==> src/design/mcuidt_cfg.svh <==
`ifndef MCUIDT_CFG_SVH
`define MCUIDT_CFG_SVH

// ***************************************************************
// Widths and sizes
// ***************************************************************
`define MCUIDT_IW          14
`define MCUIDT_PCW         13
`define MCUIDT_AW          7
`define MCUIDT_STK         8
`define MCUIDT_SPW         3
`define MCUIDT_PC_STEP     13'h0001
`define MCUIDT_SP_STEP     3'h1
`define MCUIDT_NOP_WORD    14'h0000
`define MCUIDT_BIT_ONE     8'h01
`define MCUIDT_BYTE_ZERO   8'h00

// ***************************************************************
// Instruction word fields
// ***************************************************************
`define MCUIDT_GRP_MSB     13
`define MCUIDT_GRP_LSB     12
`define MCUIDT_OP_MSB      11
`define MCUIDT_OP_LSB      8
`define MCUIDT_SUB_LSB     10
`define MCUIDT_D_BIT       7
`define MCUIDT_F_MSB       6
`define MCUIDT_B_MSB       9
`define MCUIDT_B_LSB       7
`define MCUIDT_K8_MSB      7
`define MCUIDT_K11_MSB     10
`define MCUIDT_PCHI_LSB    11
`define MCUIDT_CTL_LO_MSB  4
`define MCUIDT_NOP_LO      5'h00
`define MCUIDT_CTL_RETURN  8'h08
`define MCUIDT_CTL_RETFIE  8'h09

// ***************************************************************
// Encodings
// ***************************************************************
`define MCUIDT_GRPC_BYTE   2'h0
`define MCUIDT_GRPC_BIT    2'h1
`define MCUIDT_GRPC_JUMP   2'h2
`define MCUIDT_OP_MOVWF    4'h0
`define MCUIDT_OP_CLR      4'h1
`define MCUIDT_OP_SUB      4'h2
`define MCUIDT_OP_DEC      4'h3
`define MCUIDT_OP_IOR      4'h4
`define MCUIDT_OP_AND      4'h5
`define MCUIDT_OP_XOR      4'h6
`define MCUIDT_OP_ADD      4'h7
`define MCUIDT_OP_MOV      4'h8
`define MCUIDT_OP_COM      4'h9
`define MCUIDT_OP_INC      4'hA
`define MCUIDT_OP_DECSZ    4'hB
`define MCUIDT_OP_RRF      4'hC
`define MCUIDT_OP_RLF      4'hD
`define MCUIDT_OP_SWAP     4'hE
`define MCUIDT_OP_INCSZ    4'hF
`define MCUIDT_LOP_IOR     4'h8
`define MCUIDT_LOP_AND     4'h9
`define MCUIDT_LOP_XOR     4'hA
`define MCUIDT_LOP_SUB0    4'hC
`define MCUIDT_LOP_SUB1    4'hD
`define MCUIDT_LOP_ADD0    4'hE
`define MCUIDT_LOP_ADD1    4'hF
`define MCUIDT_LCLS_MOV    2'h0
`define MCUIDT_LCLS_RET    2'h1
`define MCUIDT_BOP_BCF     2'h0
`define MCUIDT_BOP_BSF     2'h1
`define MCUIDT_BOP_BTFSC   2'h2
`define MCUIDT_BOP_BTFSS   2'h3

// ***************************************************************
// Special register addresses
// ***************************************************************
`define MCUIDT_FIRST_TIMER_ADDR  7'h01
`define MCUIDT_SECOND_PORT_ADDR  7'h06

`endif

==> src/design/mcuidt_pkg.sv <==
`include "mcuidt_cfg.svh"

package mcuidt_pkg;

   typedef enum logic [1:0] {PH_Q1, PH_Q2, PH_Q3, PH_Q4} mcuidt_phase_t;

   typedef enum logic [1:0] {GRP_BYTE, GRP_BIT, GRP_LIT} mcuidt_group_t;

   typedef struct packed {
      mcuidt_phase_t phase;
   } mcuidt_qgen_st_t;

   typedef struct packed {
      logic [7:0] res;
      logic       c;
      logic       dc;
      logic       upd_z;
      logic       upd_c;
      logic       upd_dc;
   } mcuidt_alu_t;

   typedef struct packed {
      logic [`MCUIDT_PCW-1:0]                  pc;
      logic [`MCUIDT_IW-1:0]                   ir;
      logic                                    ir_valid;
      logic                                    taken;
      logic [`MCUIDT_PCW-1:0]                  target;
      logic [7:0]                              w;
      logic                                    c;
      logic                                    dc;
      logic                                    z;
      logic [`MCUIDT_SPW-1:0]                  sp;
      logic [`MCUIDT_STK-1:0][`MCUIDT_PCW-1:0] stack;
      logic [7:0]                              pins_s1;
      logic [7:0]                              pins_s2;
      logic [7:0]                              opnd;
      logic                                    rmw;
      logic                                    rd_port;
      mcuidt_group_t                           group;
      logic                                    dest_file;
      logic [2:0]                              bit_sel;
      logic [`MCUIDT_K11_MSB:0]                lit;
      logic [`MCUIDT_AW-1:0]                   addr;
      logic                                    rd_en;
      logic                                    wr_en;
      logic [7:0]                              wr_data;
      logic                                    port_rd;
      logic                                    presc_clr;
   } mcuidt_core_st_t;

endpackage

==> src/design/mcuidt_core.sv <==
`timescale 1ns/1ps

module mcuidt_core
   import mcuidt_pkg::*;
(
   input  wire logic                       clock,
   input  wire logic                       nrst,
   input  wire logic [`MCUIDT_IW-1:0]      instr_word,
   input  wire logic [7:0]                 reg_rd_data,
   input  wire logic [7:0]                 port_pins,
   input  wire logic                       presc_to_timer,
   output logic      [`MCUIDT_PCW-1:0]     prog_addr,
   output logic      [`MCUIDT_AW-1:0]      reg_addr,
   output logic                            reg_rd_en,
   output logic                            reg_wr_en,
   output logic      [7:0]                 reg_wr_data,
   output logic                            port_read,
   output logic                            presc_clear,
   output mcuidt_group_t                   instr_group,
   output logic                            dest_file,
   output logic      [2:0]                 bit_sel,
   output logic      [`MCUIDT_K11_MSB:0]   literal,
   output logic      [7:0]                 w_value,
   output mcuidt_phase_t                   phase
);

   // ***************************************************************
   // Decode helpers
   // ***************************************************************
   function automatic mcuidt_group_t grp_of(input logic [`MCUIDT_IW-1:0] iw);
      mcuidt_group_t g;
      g = GRP_LIT;
      case (iw[`MCUIDT_GRP_MSB:`MCUIDT_GRP_LSB])
         `MCUIDT_GRPC_BYTE: begin
            // Control words share the byte space; only the NOP pattern stays a byte op
            if (iw[`MCUIDT_OP_MSB:`MCUIDT_OP_LSB] == `MCUIDT_OP_MOVWF && !iw[`MCUIDT_D_BIT]
                && iw[`MCUIDT_CTL_LO_MSB:0] != `MCUIDT_NOP_LO) begin
               g = GRP_LIT;
            end else begin
               g = GRP_BYTE;
            end
         end
         `MCUIDT_GRPC_BIT: g = GRP_BIT;
         default: g = GRP_LIT;
      endcase
      return g;
   endfunction

   function automatic logic has_file(input logic [`MCUIDT_IW-1:0] iw);
      logic [3:0] op;
      op = iw[`MCUIDT_OP_MSB:`MCUIDT_OP_LSB];
      case (iw[`MCUIDT_GRP_MSB:`MCUIDT_GRP_LSB])
         `MCUIDT_GRPC_BYTE: return iw[`MCUIDT_D_BIT]
                                   || (op != `MCUIDT_OP_MOVWF && op != `MCUIDT_OP_CLR);
         `MCUIDT_GRPC_BIT:  return 1'b1;
         default:           return 1'b0;
      endcase
   endfunction

   function automatic logic [3:0] lit_op(input logic [3:0] lop);
      case (lop)
         `MCUIDT_LOP_IOR:                    return `MCUIDT_OP_IOR;
         `MCUIDT_LOP_AND:                    return `MCUIDT_OP_AND;
         `MCUIDT_LOP_XOR:                    return `MCUIDT_OP_XOR;
         `MCUIDT_LOP_SUB0, `MCUIDT_LOP_SUB1: return `MCUIDT_OP_SUB;
         `MCUIDT_LOP_ADD0, `MCUIDT_LOP_ADD1: return `MCUIDT_OP_ADD;
         default:                            return `MCUIDT_OP_MOV;
      endcase
   endfunction

   function automatic mcuidt_alu_t alu(input logic [3:0] op, input logic [7:0] f,
                                       input logic [7:0] w, input logic c);
      mcuidt_alu_t a;
      logic [8:0]  s;
      logic [4:0]  h;
      a = '0;
      a.c = c;
      s = {1'b0, f} + {1'b0, w};
      h = {1'b0, f[3:0]} + {1'b0, w[3:0]};
      a.upd_z = 1'b1;
      case (op)
         `MCUIDT_OP_MOVWF: begin
            a.res = w;
            a.upd_z = 1'b0;
         end
         `MCUIDT_OP_CLR: a.res = `MCUIDT_BYTE_ZERO;
         `MCUIDT_OP_SUB: begin
            s = {1'b0, f} + {1'b0, ~w} + 9'h001;
            h = {1'b0, f[3:0]} + {1'b0, ~w[3:0]} + 5'h01;
            a.res = s[7:0];
            {a.c, a.dc, a.upd_c, a.upd_dc} = {s[8], h[4], 2'h3};
         end
         `MCUIDT_OP_ADD: begin
            a.res = s[7:0];
            {a.c, a.dc, a.upd_c, a.upd_dc} = {s[8], h[4], 2'h3};
         end
         `MCUIDT_OP_DEC: a.res = f - `MCUIDT_BIT_ONE;
         `MCUIDT_OP_IOR: a.res = f | w;
         `MCUIDT_OP_AND: a.res = f & w;
         `MCUIDT_OP_XOR: a.res = f ^ w;
         `MCUIDT_OP_MOV: a.res = f;
         `MCUIDT_OP_COM: a.res = ~f;
         `MCUIDT_OP_INC: a.res = f + `MCUIDT_BIT_ONE;
         `MCUIDT_OP_RRF: {a.res, a.c, a.upd_c, a.upd_z} = {c, f, 2'h2};
         `MCUIDT_OP_RLF: {a.c, a.res, a.upd_c, a.upd_z} = {f, c, 2'h2};
         `MCUIDT_OP_SWAP: {a.res, a.upd_z} = {f[3:0], f[7:4], 1'b0};
         `MCUIDT_OP_DECSZ: {a.res, a.upd_z} = {f - `MCUIDT_BIT_ONE, 1'b0};
         default: {a.res, a.upd_z} = {f + `MCUIDT_BIT_ONE, 1'b0};
      endcase
      return a;
   endfunction

   // ***************************************************************
   // Sequencer state
   // ***************************************************************
   mcuidt_core_st_t         s_r;
   mcuidt_core_st_t         s_nxt;
   logic [`MCUIDT_IW-1:0]   cur;
   logic [7:0]              opnd;
   logic [7:0]              mask;
   logic [7:0]              k8;
   logic [3:0]              aop;
   logic [`MCUIDT_SPW-1:0]  sp_dn;
   logic                    flg;
   logic                    pop;
   mcuidt_alu_t             a;

   mcuidt_qgen u_qgen (
      .clock (clock),
      .nrst  (nrst),
      .phase (phase)
   );

   always_comb begin
      s_nxt = s_r;
      flg = 1'b0;
      pop = 1'b0;
      // A discarded prefetch executes as an all-zero word, which decodes to NOP
      cur = s_r.ir_valid ? s_r.ir : `MCUIDT_NOP_WORD;
      opnd = s_r.rd_port ? s_r.pins_s2 : reg_rd_data;
      k8 = cur[`MCUIDT_K8_MSB:0];
      mask = `MCUIDT_BIT_ONE << cur[`MCUIDT_B_MSB:`MCUIDT_B_LSB];
      sp_dn = s_r.sp - `MCUIDT_SP_STEP;
      aop = (s_r.group == GRP_LIT) ? lit_op(cur[`MCUIDT_OP_MSB:`MCUIDT_OP_LSB])
                                   : cur[`MCUIDT_OP_MSB:`MCUIDT_OP_LSB];
      a = alu(aop, (s_r.group == GRP_LIT) ? k8 : opnd, s_r.w, s_r.c);
      s_nxt.pins_s1 = port_pins;
      s_nxt.pins_s2 = s_r.pins_s1;
      s_nxt.rd_en = 1'b0;
      s_nxt.wr_en = 1'b0;
      s_nxt.port_rd = 1'b0;
      s_nxt.presc_clr = 1'b0;
      case (phase)
         PH_Q1: begin
            s_nxt.group = grp_of(cur);
            s_nxt.addr = cur[`MCUIDT_F_MSB:0];
            s_nxt.dest_file = cur[`MCUIDT_D_BIT];
            s_nxt.bit_sel = cur[`MCUIDT_B_MSB:`MCUIDT_B_LSB];
            s_nxt.lit = cur[`MCUIDT_K11_MSB:0];
            // Words with don't-care address bits never issue a read
            s_nxt.rmw = has_file(cur);
            s_nxt.rd_en = has_file(cur);
            s_nxt.rd_port = has_file(cur) && cur[`MCUIDT_F_MSB:0] == `MCUIDT_SECOND_PORT_ADDR;
            s_nxt.port_rd = s_nxt.rd_port;
            s_nxt.taken = 1'b0;
            s_nxt.target = s_r.pc + `MCUIDT_PC_STEP;
         end
         PH_Q3: begin
            s_nxt.opnd = opnd;
            case (s_r.group)
               GRP_BYTE: begin
                  if (s_r.rmw) begin
                     s_nxt.wr_data = a.res;
                     s_nxt.wr_en = s_r.dest_file;
                     if (!s_r.dest_file) begin
                        s_nxt.w = a.res;
                     end
                     flg = 1'b1;
                     if ((aop == `MCUIDT_OP_DECSZ || aop == `MCUIDT_OP_INCSZ)
                         && a.res == `MCUIDT_BYTE_ZERO) begin
                        s_nxt.taken = 1'b1;
                     end
                  end else if (cur[`MCUIDT_OP_MSB:`MCUIDT_OP_LSB] == `MCUIDT_OP_CLR) begin
                     s_nxt.w = `MCUIDT_BYTE_ZERO;
                     s_nxt.z = 1'b1;
                  end
               end
               GRP_BIT: begin
                  case (cur[`MCUIDT_OP_MSB:`MCUIDT_SUB_LSB])
                     `MCUIDT_BOP_BCF: {s_nxt.wr_en, s_nxt.wr_data} = {1'b1, opnd & ~mask};
                     `MCUIDT_BOP_BSF: {s_nxt.wr_en, s_nxt.wr_data} = {1'b1, opnd | mask};
                     `MCUIDT_BOP_BTFSC: s_nxt.taken = (opnd & mask) == `MCUIDT_BYTE_ZERO;
                     default: s_nxt.taken = (opnd & mask) != `MCUIDT_BYTE_ZERO;
                  endcase
               end
               default: begin
                  if (cur[`MCUIDT_GRP_MSB:`MCUIDT_GRP_LSB] == `MCUIDT_GRPC_JUMP) begin
                     s_nxt.taken = 1'b1;
                     s_nxt.target = {s_r.pc[`MCUIDT_PCW-1:`MCUIDT_PCHI_LSB],
                                     cur[`MCUIDT_K11_MSB:0]};
                     if (cur[`MCUIDT_OP_MSB] == 1'b0) begin
                        // Eight levels; a ninth push silently overwrites the oldest
                        s_nxt.stack[s_r.sp] = s_r.pc;
                        s_nxt.sp = s_r.sp + `MCUIDT_SP_STEP;
                     end
                  end else if (cur[`MCUIDT_GRP_MSB:`MCUIDT_GRP_LSB] == `MCUIDT_GRPC_BYTE) begin
                     pop = k8 == `MCUIDT_CTL_RETURN || k8 == `MCUIDT_CTL_RETFIE;
                  end else begin
                     case (cur[`MCUIDT_OP_MSB:`MCUIDT_SUB_LSB])
                        `MCUIDT_LCLS_MOV: s_nxt.w = k8;
                        `MCUIDT_LCLS_RET: {s_nxt.w, pop} = {k8, 1'b1};
                        default: {s_nxt.w, flg} = {a.res, 1'b1};
                     endcase
                  end
               end
            endcase
            if (pop) begin
               s_nxt.taken = 1'b1;
               s_nxt.sp = sp_dn;
               s_nxt.target = s_r.stack[sp_dn];
            end
            if (flg && a.upd_z) begin
               s_nxt.z = a.res == `MCUIDT_BYTE_ZERO;
            end
            if (flg && a.upd_c) begin
               s_nxt.c = a.c;
            end
            if (flg && a.upd_dc) begin
               s_nxt.dc = a.dc;
            end
            s_nxt.presc_clr = s_nxt.wr_en && s_r.addr == `MCUIDT_FIRST_TIMER_ADDR
                              && presc_to_timer;
         end
         PH_Q4: begin
            // Prefetched word is latched here and dropped if this cycle redirects
            s_nxt.ir = instr_word;
            s_nxt.ir_valid = !s_r.taken;
            s_nxt.pc = s_r.taken ? s_r.target : s_r.pc + `MCUIDT_PC_STEP;
         end
         default: begin
         end
      endcase
   end

   always_ff @(posedge clock or negedge nrst) begin
      if (!nrst) begin
         s_r <= '0;
      end else begin
         s_r <= s_nxt;
      end
   end

   assign prog_addr   = s_r.pc;
   assign reg_addr    = s_r.addr;
   assign reg_rd_en   = s_r.rd_en;
   assign reg_wr_en   = s_r.wr_en;
   assign reg_wr_data = s_r.wr_data;
   assign port_read   = s_r.port_rd;
   assign presc_clear = s_r.presc_clr;
   assign instr_group = s_r.group;
   assign dest_file   = s_r.dest_file;
   assign bit_sel     = s_r.bit_sel;
   assign literal     = s_r.lit;
   assign w_value     = s_r.w;
endmodule

==> src/design/mcuidt_qgen.sv <==
`timescale 1ns/1ps

// ***************************************************************
// Quarter-phase generator: four oscillator clocks per cycle
// ***************************************************************
module mcuidt_qgen
   import mcuidt_pkg::*;
(
   input  wire logic    clock,
   input  wire logic    nrst,
   output mcuidt_phase_t phase
);

   mcuidt_qgen_st_t s_r;
   mcuidt_qgen_st_t s_nxt;

   always_comb begin
      s_nxt = s_r;
      case (s_r.phase)
         PH_Q1: s_nxt.phase = PH_Q2;
         PH_Q2: s_nxt.phase = PH_Q3;
         PH_Q3: s_nxt.phase = PH_Q4;
         default: s_nxt.phase = PH_Q1;
      endcase
   end

   always_ff @(posedge clock or negedge nrst) begin
      if (!nrst) begin
         s_r <= '0;
      end else begin
         s_r <= s_nxt;
      end
   end

   assign phase = s_r.phase;

endmodule

==> config.mk <==
export PLATFORM = sky130hd
export DESIGN_NAME = mcuidt_core
export DESIGN_NICKNAME = d
export VERILOG_FILES = /design/src/design/mcuidt_pkg.sv /design/src/design/mcuidt_core.sv /design/src/design/mcuidt_qgen.sv
export VERILOG_INCLUDE_DIRS = /design/src /design/src/design
export SDC_FILE = /design/constraint.sdc
export NUM_CORES = 1
export LEC_CHECK = 0
export BUFFER_PORTS_ARGS = -buffer_cell sky130_fd_sc_hd__buf_2
export CAP_MARGIN = 20
export CORE_ASPECT_RATIO = 0.9
export CORE_UTILIZATION = 66
export DETAILED_ROUTE_END_ITERATION = 6
export PLACE_DENSITY = 0.86
export SYNTH_ARGS = -nofsm -noshare
export SYNTH_HDL_FRONTEND = slang
export SYNTH_SLANG_ARGS = --single-unit
==> constraint.sdc <==
create_clock -name clock -period 9.85 [get_ports clock]
set_clock_uncertainty 0.1 [all_clocks]
set_input_delay 0.4925 -clock clock [delete_from_list [all_inputs] [get_ports clock]]
set_output_delay 0.4925 -clock clock [all_outputs]
set_load 0.02 [all_outputs]
==> metrics.cfg <==
[worst_setup_path]
start_kind=flop
worstPathRequired_ns=10.12
regToRegStartpoint=instr_group[1]
slowest_stage=a21oi_1
path_cells=nand2b_1 -> a21oi_1 -> inv_1 -> fa_1 -> a211oi_1 -> o21bai_1 -> a21oi_1 -> xnor2_1 -> o22ai_1 -> o32ai_1 -> nand4b_1 -> o31ai_2 -> mux2_1
critical_path.endpoint=s_r[193]
cpMostUsedCell=a21oi_1
max_stage_delay_ns=0.58
r2r_end=s_r[193]
arrival_ns=5.04
r2r_setup_slack_ns=5.08
cp.depth=13
path_max_fanout=16
critical_path_buf_inv_count=1
cp_top_family=compound AO/OA/AOI/OAI gates
end_kind=flop
crit_start=instr_group[1]
reg2regPathDepth=13
criticalPathCategory=flop to flop

[synth]
synth_top_cell_by_area=dfrtp_1
syn_nets=1229
yosysWarnings=0
synth_simple_gate_area_share_pct=9.82
syn_avg_cell_area_um2=10.6
synth_seq_cells=203
yosys-top-cells-count=dfrtp_1, mux2_2, nand2_1, o21ai_0, nor2_1
synth_area_mm2=0.0122
synth_xor_area_share_pct=2.41
synth.distinct_cells=74
netlist_instances=1152
synth_top_family_by_area=multiplexers
synth_compound_gate_area_share_pct=14.7
ys_seq_area_share_pct=41.7
synth_top_area_share_pct=41.7
synthArstFlopShare_pct=100
ys.flop_type=dfrtp_1
synth_area_leaders=dfrtp_1, mux2_2, mux4_2
synth_edf_count=0
synth-adder-area-share_pct=4.70
yosysMostFrequentCell=dfrtp_1
muxShareOfSynthArea_pct=19.3

[sta]
rsz0062_at_grt=false
post-route-period-util_pct=48.4
max-slew-margin-rel_pct=27.1
fin_tns_setup_ns=0
tightest_slew_ns=1.09
worst_hold_slack_ns=0.0186
finalCriticalPeriod_ns=4.77
hold_viol=0
report.final.slew_viol_count=0
finalSetupViolations=0
max_freq_mhz=210

[pwr]
p_sw_share_pct=41.4
finalPower_w=0.00333
power_density_mw_per_mm2=251
max-vdd-ir-drop_mv=0.183
p_int_w=0.00195
cellLeakagePower_nw=6.16
p_comb_share_pct=41.0
seqPwrFrac_pct=34.6
pwr-share-clk_pct=24.4
switching_power_w=0.00138

[placement]
gp_congestion=1.02
port_buffers=91
dp_hpwl_um=24000
dpl_cell_area_mm2=0.0124
place_inst=1369

[cts]
clockBufferDepth=3
cts-root-buf=clkbuf_16
cts_tree=yes
cts-htree-levels=1
cts_resized=0
post_cts_buffers=0
clkSlewWorstSetupHoldPaths_ns=0.06
cts.sinks=203
postCtsHoldBufs=7
clk_latency_ns=0.49
cts_buffers=21

[drt]
drc=1
wl_per_cell_um=25.3
vias=9820
drt-total-wl_um=35800
first_pass_iters=7
drtAntennaViolNets=0
first_iter_violations=1523
viasPerCell=6.93

[finish]
fin_cells=1417
finalInstanceArea_mm2=0.0132
diodes=0
nNetsFinal=1240
syn_to_final_growth_pct=8.48
drive_above_1_share_pct=27.9

[job]
cap_viol_max_count=0

[floorplanning]
core_mm2=0.0178
die-area_mm2=0.0190
row_count=46
die_h_um=131
floorplan.io_pins=92
start_util_pct=68.4
die_w_um=145

[grt]
grt.overflow.total=0
grt_max_degree=134
antenna_found_initial=2
grt_pass1_wl_um=54000
grt_pass1_vias=9018
grtUsageTotal_pct=37.4

[status]
outcome=finished with violations
failed_checks=DRC

[min_path]
min_path_type=primary input to flop

-- per-layer routing --
metal | track usage, % | up-vias | routed length, um
met3 | 9.97 | 143 | 4380
met1 | 55.2 | 4809 | 15000
met4 | 10.5 | 2 | 1280
li1 | - | 4138 | -
met5 | 0 | - | 12
met2 | 54.6 | 728 | 15100
-- final cells by class --
type	instances	area (um2)
clock inverter	11	121
sequential	203	5080
tap	240	300
clock buffer	26	584
multi-input combinational	774	6230
fill	1119	4610
timing repair buffer	122	754
inverter	41	154
-- cells in the final DEF (no fill, tap or decap), types with 29 or more instances in the layout --
cell,synthesis,routed
a21oi_1,54,54
mux2_2,133,133
dfrtp_1,203,202
o21ai_0,70,70
ha_1,41,41
nand2_1,92,92
mux4_2,29,29
buf_2,22,91
nor2_1,67,65
inv_1,41,41
-- per-stage QoR --
stage	setup WS, ns	util (%)
2_1_floorplan	6.12	-
3_3_place_gp	5.39	69.4
3_5_place_dp	5.23	69.4
4_1_cts	5.19	73.8
5_1_grt	4.69	74.2
6_report	5.08	74.2
-- worst min-delay path by stage --
| stage | slack (ns) | endpoint | startpoint | cells past startpoint |
|---|---|---|---|---|
| floorplan | 0.1 | asynchronous set/reset pin | nrst | 0 |
| global placement | 0.23 | s_r[52] | s_nxt[52] | 0 |
| detailed placement | 0.24 | s_r[46] | s_nxt[46] | 0 |
| CTS | 0.003 | s_nxt[52] | port_pins[6] | 1 |
| global route | 0.02 | s_nxt[52] | port_pins[6] | 1 |
| finish | 0.02 | s_nxt[52] | port_pins[6] | 1 |
-- cell families (layout without fill, tap and decap cells) --
logic type	after synthesis	in the layout
adder cells (fa/ha/maj)	44	44
multiplexers	181	181
AO/OA/AOI/OAI	265	265
AND/OR/NAND/NOR	252	252
flip-flops	203	203
XOR/XNOR	32	32
buffers and inverters	175	200
-- power groups by stage --
stage	sequential [W]	clock [W]	combinational (W)
6_report	0.00115	0.000812	0.00136
5_1_grt	0.00117	0.000851	0.00145
4_1_cts	0.00114	0.000817	0.00133
3_5_place_dp	0.00116	0	0.00131
3_3_place_gp	0.00114	0	0.00131
2_1_floorplan	0.00105	0	0.00111
-- worst register-to-register path: cells and delay by family, from the launching register on --
| kind | cells | cell delay, ns |
|---|---|---|
| muxes | 1 | 0.34 |
| and+or+nand+nor | 2 | 0.71 |
| DFF | 1 | 0.56 |
| buffers and inverters | 1 | 0.28 |
| xor gates and xnor gates | 1 | 0.16 |
| adders and majority gates | 1 | 0.50 |
| AOI/OAI and AO/OA | 7 | 2.01 |
No activity file was read; power rests on OpenSTA's default activity.
